`config.mk`:
```
export PLATFORM = sky130hd
export DESIGN_NAME = mcfp_fault_unit
export DESIGN_NICKNAME = d
export VERILOG_FILES = /design/src/rtl/mcfp_pkg.sv /design/src/rtl/mcfp_fault_unit.sv
export VERILOG_INCLUDE_DIRS = /design/src /design/src/rtl
export SDC_FILE = /design/constraint.sdc
export NUM_CORES = 1
export LEC_CHECK = 0
export BUFFER_PORTS_ARGS = -buffer_cell sky130_fd_sc_hd__buf_2
export CORE_UTILIZATION = 50
export DETAILED_ROUTE_END_ITERATION = 7
export PLACE_DENSITY = 0.79
export SLEW_MARGIN = 10
export SYNTH_ARGS = -nofsm -noshare
export SYNTH_HDL_FRONTEND = slang
export SYNTH_SLANG_ARGS = --single-unit
```
`constraint.sdc`:
```
create_clock -name clk -period 2.06 [get_ports clk]
set_input_delay 0.412 -clock clk [delete_from_list [all_inputs] [get_ports clk]]
set_output_delay 0.412 -clock clk [all_outputs]
set_load 0.01 [all_outputs]
```
`src/rtl/mcfp_consts.svh`:
```
// constants for the multi-processor fault propagation block
`ifndef MCFP_CONSTS_SVH
`define MCFP_CONSTS_SVH
`define MCFP_CODE_NONE 16'h0000
`define MCFP_CODE_SYS_HALT 16'd7000
`define MCFP_CODE_PEER_ERR 16'd7020
`define MCFP_CODE_MOTION 16'd10000
`define MCFP_ADR_CTRL 4'h0
`define MCFP_ADR_STATUS 4'h1
`define MCFP_ADR_IRQ 4'h2
`define MCFP_ADR_MASK 4'h3
`define MCFP_ADR_CODE 4'h4
`define MCFP_ADR_CAUSE 4'h5
`define MCFP_ADR_FAULTCPU 4'h6
`define MCFP_ADR_EVENT 4'h7
`define MCFP_HALTSEL_RST 3'h7
`define MCFP_IRQ_SYSHALT 0
`define MCFP_IRQ_PEERERR 1
`define MCFP_IRQ_LOCAL 2
`define MCFP_IRQ_PROG 3
`define MCFP_IRQ_W 4
`define MCFP_CPU_FIRST 2'd0
`endif

```
`src/rtl/mcfp_pkg.sv`:
```
// types for the multi-processor fault propagation block
package mcfp_pkg;
  typedef enum logic [3:0] {
    MCFP_RUN = 4'h1,
    MCFP_STOPPED = 4'h2,
    MCFP_HALTED = 4'h4,
    MCFP_CFG_DEAD = 4'h8
  } mcfp_state_t;
  typedef enum logic [2:0] {
    MCFP_C_NONE = 3'h0,
    MCFP_C_SYSCFG = 3'h1,
    MCFP_C_WDT = 3'h2,
    MCFP_C_DIAG_FATAL = 3'h3,
    MCFP_C_DIAG_CONT = 3'h4,
    MCFP_C_PROG = 3'h5,
    MCFP_C_PEER = 3'h6
  } mcfp_cause_t;
  typedef struct packed {
    logic [3:0] halt;
    logic [3:0] resetting;
  } mcfp_peer_t;
  typedef struct packed {
    mcfp_state_t st;
    logic [2:0] haltSel;
    logic runReq;
    logic outForceOff;
    logic sysHalt;
    logic peerErr;
    logic [15:0] code;
    mcfp_cause_t cause;
    logic [1:0] faultCpu;
    logic [3:0] irqSt;
    logic [3:0] irqMask;
    logic [7:0] prog;
    logic ack;
    logic [31:0] dat;
    logic [3:0] haltS1;
    logic [3:0] haltS2;
    logic [3:0] haltS3;
    logic [3:0] rstS1;
    logic [3:0] rstS2;
    logic [3:0] rstS3;
    logic [3:0] haltV;
    logic [3:0] rstV;
  } mcfp_reg_t;
endpackage

```
`src/rtl/mcfp_fault_unit.sv`:
```
// fault propagation and error response for one processor of up to four
//
// Summary of operation
// - A halt of processor 1 makes all others raise code 7000 and stop.
// - A reset from processor 1 or power cycle resets all; each stays stopped until runReq is set.
// - Processors 2 to 4 each have a halt-all selection, set by default.
// - A peer halt with its selection set raises code 7000 and stops.
// - A peer halt with its selection clear raises code 7020, runs on.
// - A processor that stops on a peer halt raises the system halt.
// - The recorded fault processor may be a cascade, not the first.
// - A config error blocks running, forces outputs off, spares peers.
// - A watchdog timeout forces all physical outputs off.
// - A fatal self-diagnosis error halts; peers follow selection.
// - A peer halt with its selection set acts as stop with the run-state flag clear.
// - A continuable self-diagnosis error leaves operation running.
// - Program, axis and setting errors stop only that program.
// - During continuable program errors outputs keep their values.
// - A motion fault reports code 10000, detail in a cause register.
// - A lone reset of processor 2 to 4 raises code 7000, regardless.
//
// Local design decisions: the address map and register access over Wishbone.
`timescale 1ns/10ps
module mcfp_fault_unit #(
  parameter logic [1:0] SELF_ID = 2'd1,
  parameter int NPROG = 8
) (
  input wire logic clk,
  input wire logic srst,
  input wire logic wbCycI,
  input wire logic wbStbI,
  input wire logic wbWeI,
  input wire logic [3:0] wbAdrI,
  input wire logic [3:0] wbSelI,
  input wire logic [31:0] wbDatI,
  output logic [31:0] wbDatO,
  output logic wbAckO,
  input wire mcfp_pkg::mcfp_peer_t peerIn,
  output logic selfHaltOut,
  input wire logic errSysCfg,
  input wire logic errWdt,
  input wire logic errDiagFatal,
  input wire logic errDiagCont,
  input wire logic [NPROG-1:0] errProg,
  output logic runStateFlag,
  output logic outputsForceOff,
  output logic [NPROG-1:0] progStop,
  output logic [15:0] errCode,
  output logic irq
);
  `include "mcfp_consts.svh"
  mcfp_pkg::mcfp_reg_t r_q, r_d;
  logic wbHit;
  logic [3:0] irqSet;
  logic [3:0] peerHaltSeen;
  logic [3:0] peerRstSeen;
  logic [3:0] wantAll;
  logic anyHaltAll;
  logic anyPeerCont;
  logic [1:0] firstCpu;

  assign wbHit = wbCycI && wbStbI && !r_q.ack;

  // three-stage sampling of peer lines; a change counts once stages agree
  genvar g;
  generate
    for (g = 0; g < 4; g++) begin : gPeer
      assign peerHaltSeen[g] = r_q.haltV[g] && (g != SELF_ID);
      assign peerRstSeen[g] = r_q.rstV[g] && (g != SELF_ID) && (g != 0);
      // processor 1 always stops everyone; others by selection
      if (g == 0) begin : gMaster
        assign wantAll[g] = 1'b1;
      end else begin : gSel
        assign wantAll[g] = r_q.haltSel[g-1];
      end
    end
  endgenerate

  assign anyHaltAll = |(peerHaltSeen & wantAll) || (|peerRstSeen);
  assign anyPeerCont = |(peerHaltSeen & ~wantAll);

  always_comb begin
    firstCpu = `MCFP_CPU_FIRST;
    for (int i = 3; i >= 0; i--) begin
      if (peerHaltSeen[i] || peerRstSeen[i]) begin
        firstCpu = 2'(i);
      end
    end
  end

  always_comb begin
    r_d = r_q;
    irqSet = '0;
    r_d.ack = wbHit;
    r_d.haltS1 = peerIn.halt;
    r_d.haltS2 = r_q.haltS1;
    r_d.haltS3 = r_q.haltS2;
    r_d.rstS1 = peerIn.resetting;
    r_d.rstS2 = r_q.rstS1;
    r_d.rstS3 = r_q.rstS2;
    for (int i = 0; i < 4; i++) begin
      if (r_q.haltS2[i] == r_q.haltS3[i]) begin
        r_d.haltV[i] = r_q.haltS3[i];
      end
      if (r_q.rstS2[i] == r_q.rstS3[i]) begin
        r_d.rstV[i] = r_q.rstS3[i];
      end
    end
    // continuable program errors stop only their program
    r_d.prog = r_q.prog | NPROG'(errProg);
    if (|errProg) begin
      irqSet[`MCFP_IRQ_PROG] = 1'b1;
    end
    if (errDiagCont && r_q.cause == mcfp_pkg::MCFP_C_NONE) begin
      r_d.cause = mcfp_pkg::MCFP_C_DIAG_CONT;
    end
    if (errWdt) begin
      r_d.outForceOff = 1'b1;
      r_d.cause = mcfp_pkg::MCFP_C_WDT;
      r_d.code = `MCFP_CODE_MOTION;
      irqSet[`MCFP_IRQ_LOCAL] = 1'b1;
    end
    if (anyPeerCont && !r_q.peerErr) begin
      r_d.peerErr = 1'b1;
      if (!r_q.sysHalt) begin
        r_d.code = `MCFP_CODE_PEER_ERR;
        r_d.faultCpu = firstCpu;
      end
      irqSet[`MCFP_IRQ_PEERERR] = 1'b1;
    end
    case (r_q.st)
      mcfp_pkg::MCFP_RUN, mcfp_pkg::MCFP_STOPPED: begin
        if (errSysCfg) begin
          r_d.st = mcfp_pkg::MCFP_CFG_DEAD;
          r_d.outForceOff = 1'b1;
          r_d.cause = mcfp_pkg::MCFP_C_SYSCFG;
          r_d.code = `MCFP_CODE_MOTION;
          irqSet[`MCFP_IRQ_LOCAL] = 1'b1;
        end else if (errDiagFatal) begin
          // own halt goes out; peers decide by their selection
          r_d.st = mcfp_pkg::MCFP_HALTED;
          r_d.cause = mcfp_pkg::MCFP_C_DIAG_FATAL;
          r_d.code = `MCFP_CODE_MOTION;
          r_d.faultCpu = SELF_ID;
          irqSet[`MCFP_IRQ_LOCAL] = 1'b1;
        end else if (anyHaltAll) begin
          // detector raises its own halt, so cascades are possible
          r_d.st = mcfp_pkg::MCFP_HALTED;
          r_d.sysHalt = 1'b1;
          r_d.code = `MCFP_CODE_SYS_HALT;
          r_d.cause = mcfp_pkg::MCFP_C_PEER;
          r_d.faultCpu = firstCpu;
          irqSet[`MCFP_IRQ_SYSHALT] = 1'b1;
        end else begin
          r_d.st = r_q.runReq ? mcfp_pkg::MCFP_RUN
                              : mcfp_pkg::MCFP_STOPPED;
        end
      end
      mcfp_pkg::MCFP_HALTED: begin
        r_d.st = mcfp_pkg::MCFP_HALTED;
      end
      mcfp_pkg::MCFP_CFG_DEAD: begin
        r_d.st = mcfp_pkg::MCFP_CFG_DEAD;
      end
      default: begin
        r_d.st = mcfp_pkg::MCFP_STOPPED;
      end
    endcase
    if (wbHit && wbWeI && wbSelI[0]) begin
      case (wbAdrI)
        `MCFP_ADR_CTRL: begin
          r_d.runReq = wbDatI[0];
          r_d.haltSel = wbDatI[3:1];
        end
        `MCFP_ADR_IRQ: begin
          r_d.irqSt = r_q.irqSt & ~wbDatI[3:0];
        end
        `MCFP_ADR_MASK: begin
          r_d.irqMask = wbDatI[3:0];
        end
        default: begin
        end
      endcase
    end
    // set wins over a clear in the same cycle
    r_d.irqSt = r_d.irqSt | irqSet;
    r_d.dat = '0;
    if (wbHit && !wbWeI) begin
      case (wbAdrI)
        `MCFP_ADR_CTRL: r_d.dat = {28'h0, r_q.haltSel, r_q.runReq};
        `MCFP_ADR_STATUS: r_d.dat = {24'h0, r_q.st, 1'b0,
                                     r_q.outForceOff, r_q.peerErr,
                                     r_q.sysHalt};
        `MCFP_ADR_IRQ: r_d.dat = {28'h0, r_q.irqSt};
        `MCFP_ADR_MASK: r_d.dat = {28'h0, r_q.irqMask};
        `MCFP_ADR_CODE: r_d.dat = {16'h0, r_q.code};
        `MCFP_ADR_CAUSE: r_d.dat = {29'h0, r_q.cause};
        `MCFP_ADR_FAULTCPU: r_d.dat = {30'h0, r_q.faultCpu};
        `MCFP_ADR_EVENT: r_d.dat = {24'h0, r_q.prog};
        default: r_d.dat = '0;
      endcase
    end
  end

  // srst is the system reset from processor 1 or power-up
  always_ff @(posedge clk) begin
    if (srst) begin
      r_q <= '0;
      r_q.st <= mcfp_pkg::MCFP_STOPPED;
      r_q.haltSel <= `MCFP_HALTSEL_RST;
    end else begin
      r_q <= r_d;
    end
  end

  assign wbAckO = r_q.ack;
  assign wbDatO = r_q.dat;
  assign selfHaltOut = (r_q.st == mcfp_pkg::MCFP_HALTED);
  assign runStateFlag = (r_q.st == mcfp_pkg::MCFP_RUN);
  // outputs retained on program errors, only watchdog/config force off
  assign outputsForceOff = r_q.outForceOff;
  assign progStop = r_q.prog;
  assign errCode = r_q.code;
  assign irq = |(r_q.irqSt & r_q.irqMask);
endmodule

```
# --- Word-level counts from Yosys, hierarchy flattened ---
# Index checks and enable logic that the tools add are counted.
op_classes:
  n_addsub: 0
  div: 0
  shifts: 0
  eq_ne: 16
  bitwise: 11
  reduce_logical: 25
  mux: 39
  magnitude_cmp: 0
  mul: 0
ops:
  columns: ["cell", "n"]
  rows:
  - ["16-bit case mux with 8 select lines", 1]
  - ["21-bit two-way mux", 3]
  - ["19-bit two-way mux", 2]
  - ["16-bit two-way mux", 2]
  - ["4-bit by 3-bit equality test with 1-bit output, second input constant", 5]
  - ["4-bit AND", 4]
  - ["2-bit two-way mux", 8]
  - ["4-bit two-way mux", 4]
  - ["1-bit two-way mux", 15]
  - ["4-bit by 2-bit equality test with 1-bit output, second input constant", 3]
  - ["4-bit case mux with 3 select lines", 1]
  - ["4-bit OR reduction", 3]
  - ["4-bit by 1-bit equality test with 1-bit output, second input constant", 2]
  - ["8-bit two-way mux", 1]
  - ["4-bit inverter", 2]
  - ["8-bit OR", 1]
  - ["8-bit OR reduction", 1]
  - ["1-bit logical AND", 7]
  - ["3-bit two-way mux", 2]
  - ["2-bit OR reduction", 3]
  - ["1-bit equality test", 5]
  - ["4-bit equality test, second input constant", 1]
  - ["4-bit zero test", 1]
  - ["4-bit OR", 1]
  - ["other kinds (6)", 13]
word_totals:
  elab_cells: 116
  latchBits: 0
  regBits: 110
  romBits: 0
  output_inout_bits: 61
  ramBits: 0
  mem_count: 0
  input_bits: 65

# --- Logic depth before layout (Yosys ltp) ---
depth:
  word_depth: 10
  depth_mapped: 6
  ltp_nobuf: 4

# --- Worst setup path after synthesis ---
# No wires, ideal clock.
synth_path:
  path_kind: "in2reg"
  from: "input port wbAdrI[2]"
  to: "register r_q[80] in the netlist's numbering"
  setup_ns: 0.133
  t_required_ns: 1.927
  n_path_buf: 1
  t_arrival_ns: 1.419
  setup_slack_ns: 0.508
  path_stages: 5
  cell_sequence: "buf_2 and4bb_2 nor4b_2 and4_1 nor3_1"
synth_between:
  elab_chain_cells: 4
synth_rtl:
  columns: ["element", "line_no", "rtl"]
  rows:
  - ["from (decl)", "mcfp_fault_unit.sv:32", "input wire logic [3:0] wbAdrI,"]
  - ["4-bit by 2-bit equality test with 1-bit output", "mcfp_fault_unit.sv:169", "case (wbAdrI)"]
  - ["4-bit two-way mux", "mcfp_fault_unit.sv:169", null]
  - ["8-bit two-way mux", "mcfp_fault_unit.sv:168", "if (wbHit && wbWeI && wbSelI[0]) begin"]
  - ["4-bit OR", "mcfp_fault_unit.sv:185", "r_d.irqSt = r_d.irqSt | irqSet;"]
  - ["to (signal assigned)", "mcfp_fault_unit.sv:211", "r_q <= r_d;"]
  - ["to (decl)", "mcfp_fault_unit.sv:51", "mcfp_pkg::mcfp_reg_t r_q, r_d;"]
# Every way passes these cells.
# A chain may end at the register's enable or synchronous reset.

# --- Worst setup path after layout ---
layout_path:
  from: "register r_q[112] in the netlist's numbering"
  to: "output port runStateFlag"
layout_between:
  elab_chain_cells: 1
layout_rtl:
  columns: ["element", "line_no", "rtl"]
  rows:
  - ["4-bit by 1-bit equality test with 1-bit output", "mcfp_fault_unit.sv:218", "assign runStateFlag = (r_q.st == mcfp_pkg::MCFP_RUN);"]
  - ["to (decl)", "mcfp_fault_unit.sv:44", "output logic runStateFlag,"]
# Every way passes these cells.

==> metrics <==
number of instances in the placed design=523; Slew @ Worst Pin=536 ps; internal power=0.00256 W; CP cell instances=buf_4 > nor4b_1 > buf_2; Final Wtd Congestion=0.870; status=complete, no violations; post-synthesis cell area=0.00380 mm²; worst-path maximum fanout=9; via count=2916; post-CTS setup buffers=0; routed wire length=7.95 mm; Logic pwr share=0.105; setup TNS=0 ps; die area=0.00796 mm²; Final Hold Viols=0; nets@finish=500; Cell Count, Final, Fillers Out=538; main combinational cell family by area after synthesis=simple AND/OR/NAND/NOR gates; worst r2r dst=errCode[1]; Clk Latency, worst-skew pair=350 ps; DRT antenna net count=0; num rows=31; CTS clk-pin slew, worst paths=80 ps; FILL cells=681; Hold Path End=r_d[24]; cell count after synthesis=402; hold depth=2; Ys Warns=0; Fin Hold WS=257 ps; max_cap viols=0; routed vias/inst=5.42; sequential cell area fraction in the yosys report=0.448; Post-Synth Adder-Cell Area=0; hpwl dp=5.84 mm; reg2reg setup slack=330 ps; commonest non-fill, non-tap cell in the layout=dfxtp_1; synth top area cells=dfxtp_1 (45%), buf_4 (11%), nor2_1 (4.1%); reg2reg start=r_q[109]; core area=0.00729 mm²; Layout Cell Area excl Fill=0.00412 mm²; antenna cells=0; Hold Crit Start=peerIn[4]; complex-gate fraction of the synthesized area=0.171; multiplexer share of the synthesized area=0.0329; vias in the first global route=2504; layout cells sized above 1=0.278; Initial Util=0.521; Die Ht=89.2 µm; simple-gate share of the synthesized area=0.201; asr flop ratio synth=0; fin crit share=0.887; max incr delay on CP=340 ps; CTS root buffer=clkbuf_8; cell taking the most area after synthesis=dfxtp_1; WS Path Type=register to output port; Clock power frac=0.382; number of flops mapped to enable cells by yosys=0; Synth Flop Type=dfxtp_1; setup violators final=0; TritonCTS clock tree=done; Startpoint Class=register; Post-CTS Hold Fix Bufs=0; iteration count of the initial detailed-routing pass=4; Final Max Slew Viols=0; unrepaired setup endpoints after global routing=false; Yosys cell types=62; Period minus WS final=1830 ps; Synth Area in XOR/XNOR=0.00461; VDD IR max=0.375 mV; cell leakage power=1.79 nW; worst min path class=input port to register; Synth Area per Inst=9.46 µm²; crit path capture type=output port; placed cell area=0.00390 mm²; WP data required=1650 ps; DR iter-0 viols=234; drc violations=0; Pwr Total=0.00340 W; global route overflow=0; Slowest-stage cell, CP=dfxtp_1; most frequent cells in the layout=dfxtp_1 (85), buf_2 (75), nor2_1 (42); FF-to-FF path depth=5; Sw Share=0.248; GRT Overall Usage=0.210; crit path DAT=1420 ps; share of the synthesized area in the top cell type=0.448; number of top-level pins=126; die width=89.2 µm; DR WL/cell=14.8 µm; antenna violations before repair=0; Worst Skew=5.15 ps; Flop pwr share=0.513; Net Sw Power=0.000845 W; worst-case clock buffer depth=2; first-pass GRT wire length=12.3 mm; Power Dens Cells=825 mW/mm²; PortBufs=75; flops & latches, synth=85; CTS Buf Count=9; CTS Sinks=85; worst rel slew slack=0.642; H-tree depth=3; Area Overhead vs Synth=8.42%; FMAX=0.547 GHz; largest net degree at the start of global routing=42; Post-CTS Resized=0
[logic make-up after synthesis]
family                 Yosys count
AO/OA/AOI/OAI                   84
XOR/XNOR                         2
buffers and inverters           84
flip-flops                      85
multiplexers                    12
other                            1
AND/OR/NAND/NOR                134
[metrics by stage]
step                utilization  setup WS [ps]
detailed placement        0.535            211
global route              0.565            183
global placement          0.535            262
floorplan                     -            508
CTS                       0.565            209
finish                    0.565            232
[area by class of cell]
| class | count | area (µm²) | area share |
|---|---|---|---|
| Inverter | 10 | 37.5 | 0.00910 |
| Sequential cell | 85 | 1700 | 0.413 |
| Timing Repair Buffer | 81 | 420 | 0.102 |
| Tap cell | 99 | 124 | 0.0300 |
| Clock inverter | 5 | 83.8 | 0.0203 |
| Multi-Input combinational cell | 248 | 1620 | 0.392 |
| Clock buffer | 10 | 138 | 0.0334 |
[worst max-delay path: cells and delay by family, from the launching register on]
kind / cells / cell delay (ps)
DFF: 1 / 340
buffers and inverters: 2 / 380
and+or+nand+nor: 1 / 340
[cells in the mapped netlist (2+ instances only)]
library cell   n
nand3_2        2
and2_1        15
or4_1          3
nor2_1        42
inv_1         10
a22oi_1        7
nor4b_1        2
a311oi_1       2
nand2_1       17
buf_4         56
nor3b_1        3
mux2_2         4
a31oi_1        5
nor2b_1       17
mux2i_1        8
nand3b_1       5
clkbuf_1       8
a211oi_2       3
nand2b_1       4
dfxtp_1       85
buf_1          4
nor4_1         3
a211oi_1       3
a22o_1         4
a21oi_1       24
buf_2          5
nor3_1         5
and3_1         3
a221oi_1       4
a32oi_1        3
o21ai_0       12
a211o_1        3
a211oi_4       2
[how the worst max path moves through the flow]
stage / startpoint / end / cells after the start
after floorplan: wbAdrI[2] / r_q[80] / 5
after global placement: wbAdrI[2] / r_q[80] / 5
after detailed placement: wbAdrI[2] / r_q[80] / 5
after CTS: r_q[112] / runStateFlag / 3
after global routing: r_q[112] / selfHaltOut / 4
final: r_q[112] / runStateFlag / 3
[routing by layer]
layer	GRT usage	up-vias	part of all wire
met1	0.277	1388	0.44
met2	0.321	116	0.47
met3	0.0563	18	0.066
li1	-	1394	-
met5	0	-	0
met4	0.0967	0	0.023
[flip-flops by register name (all words and copies together), names as in the netlist]
register,flops
peerHaltSeen,3
outputsForceOff,1
r_d,10
wbAckO,1
r_q,28
peerRstSeen,2
wbDatO,16
errCode,16
progStop,8
[power groups by stage]
stage                     Sequential (W)  Clock [W]  Combinational (W)
after floorplan                  0.00176          0           0.000305
after global placement           0.00178          0           0.000342
after detailed placement         0.00179          0           0.000351
after CTS                        0.00175    0.00132           0.000355
after global routing             0.00175    0.00139           0.000393
final                            0.00175    0.00130           0.000356
Note: power is estimated with default switching activity, not from simulation.
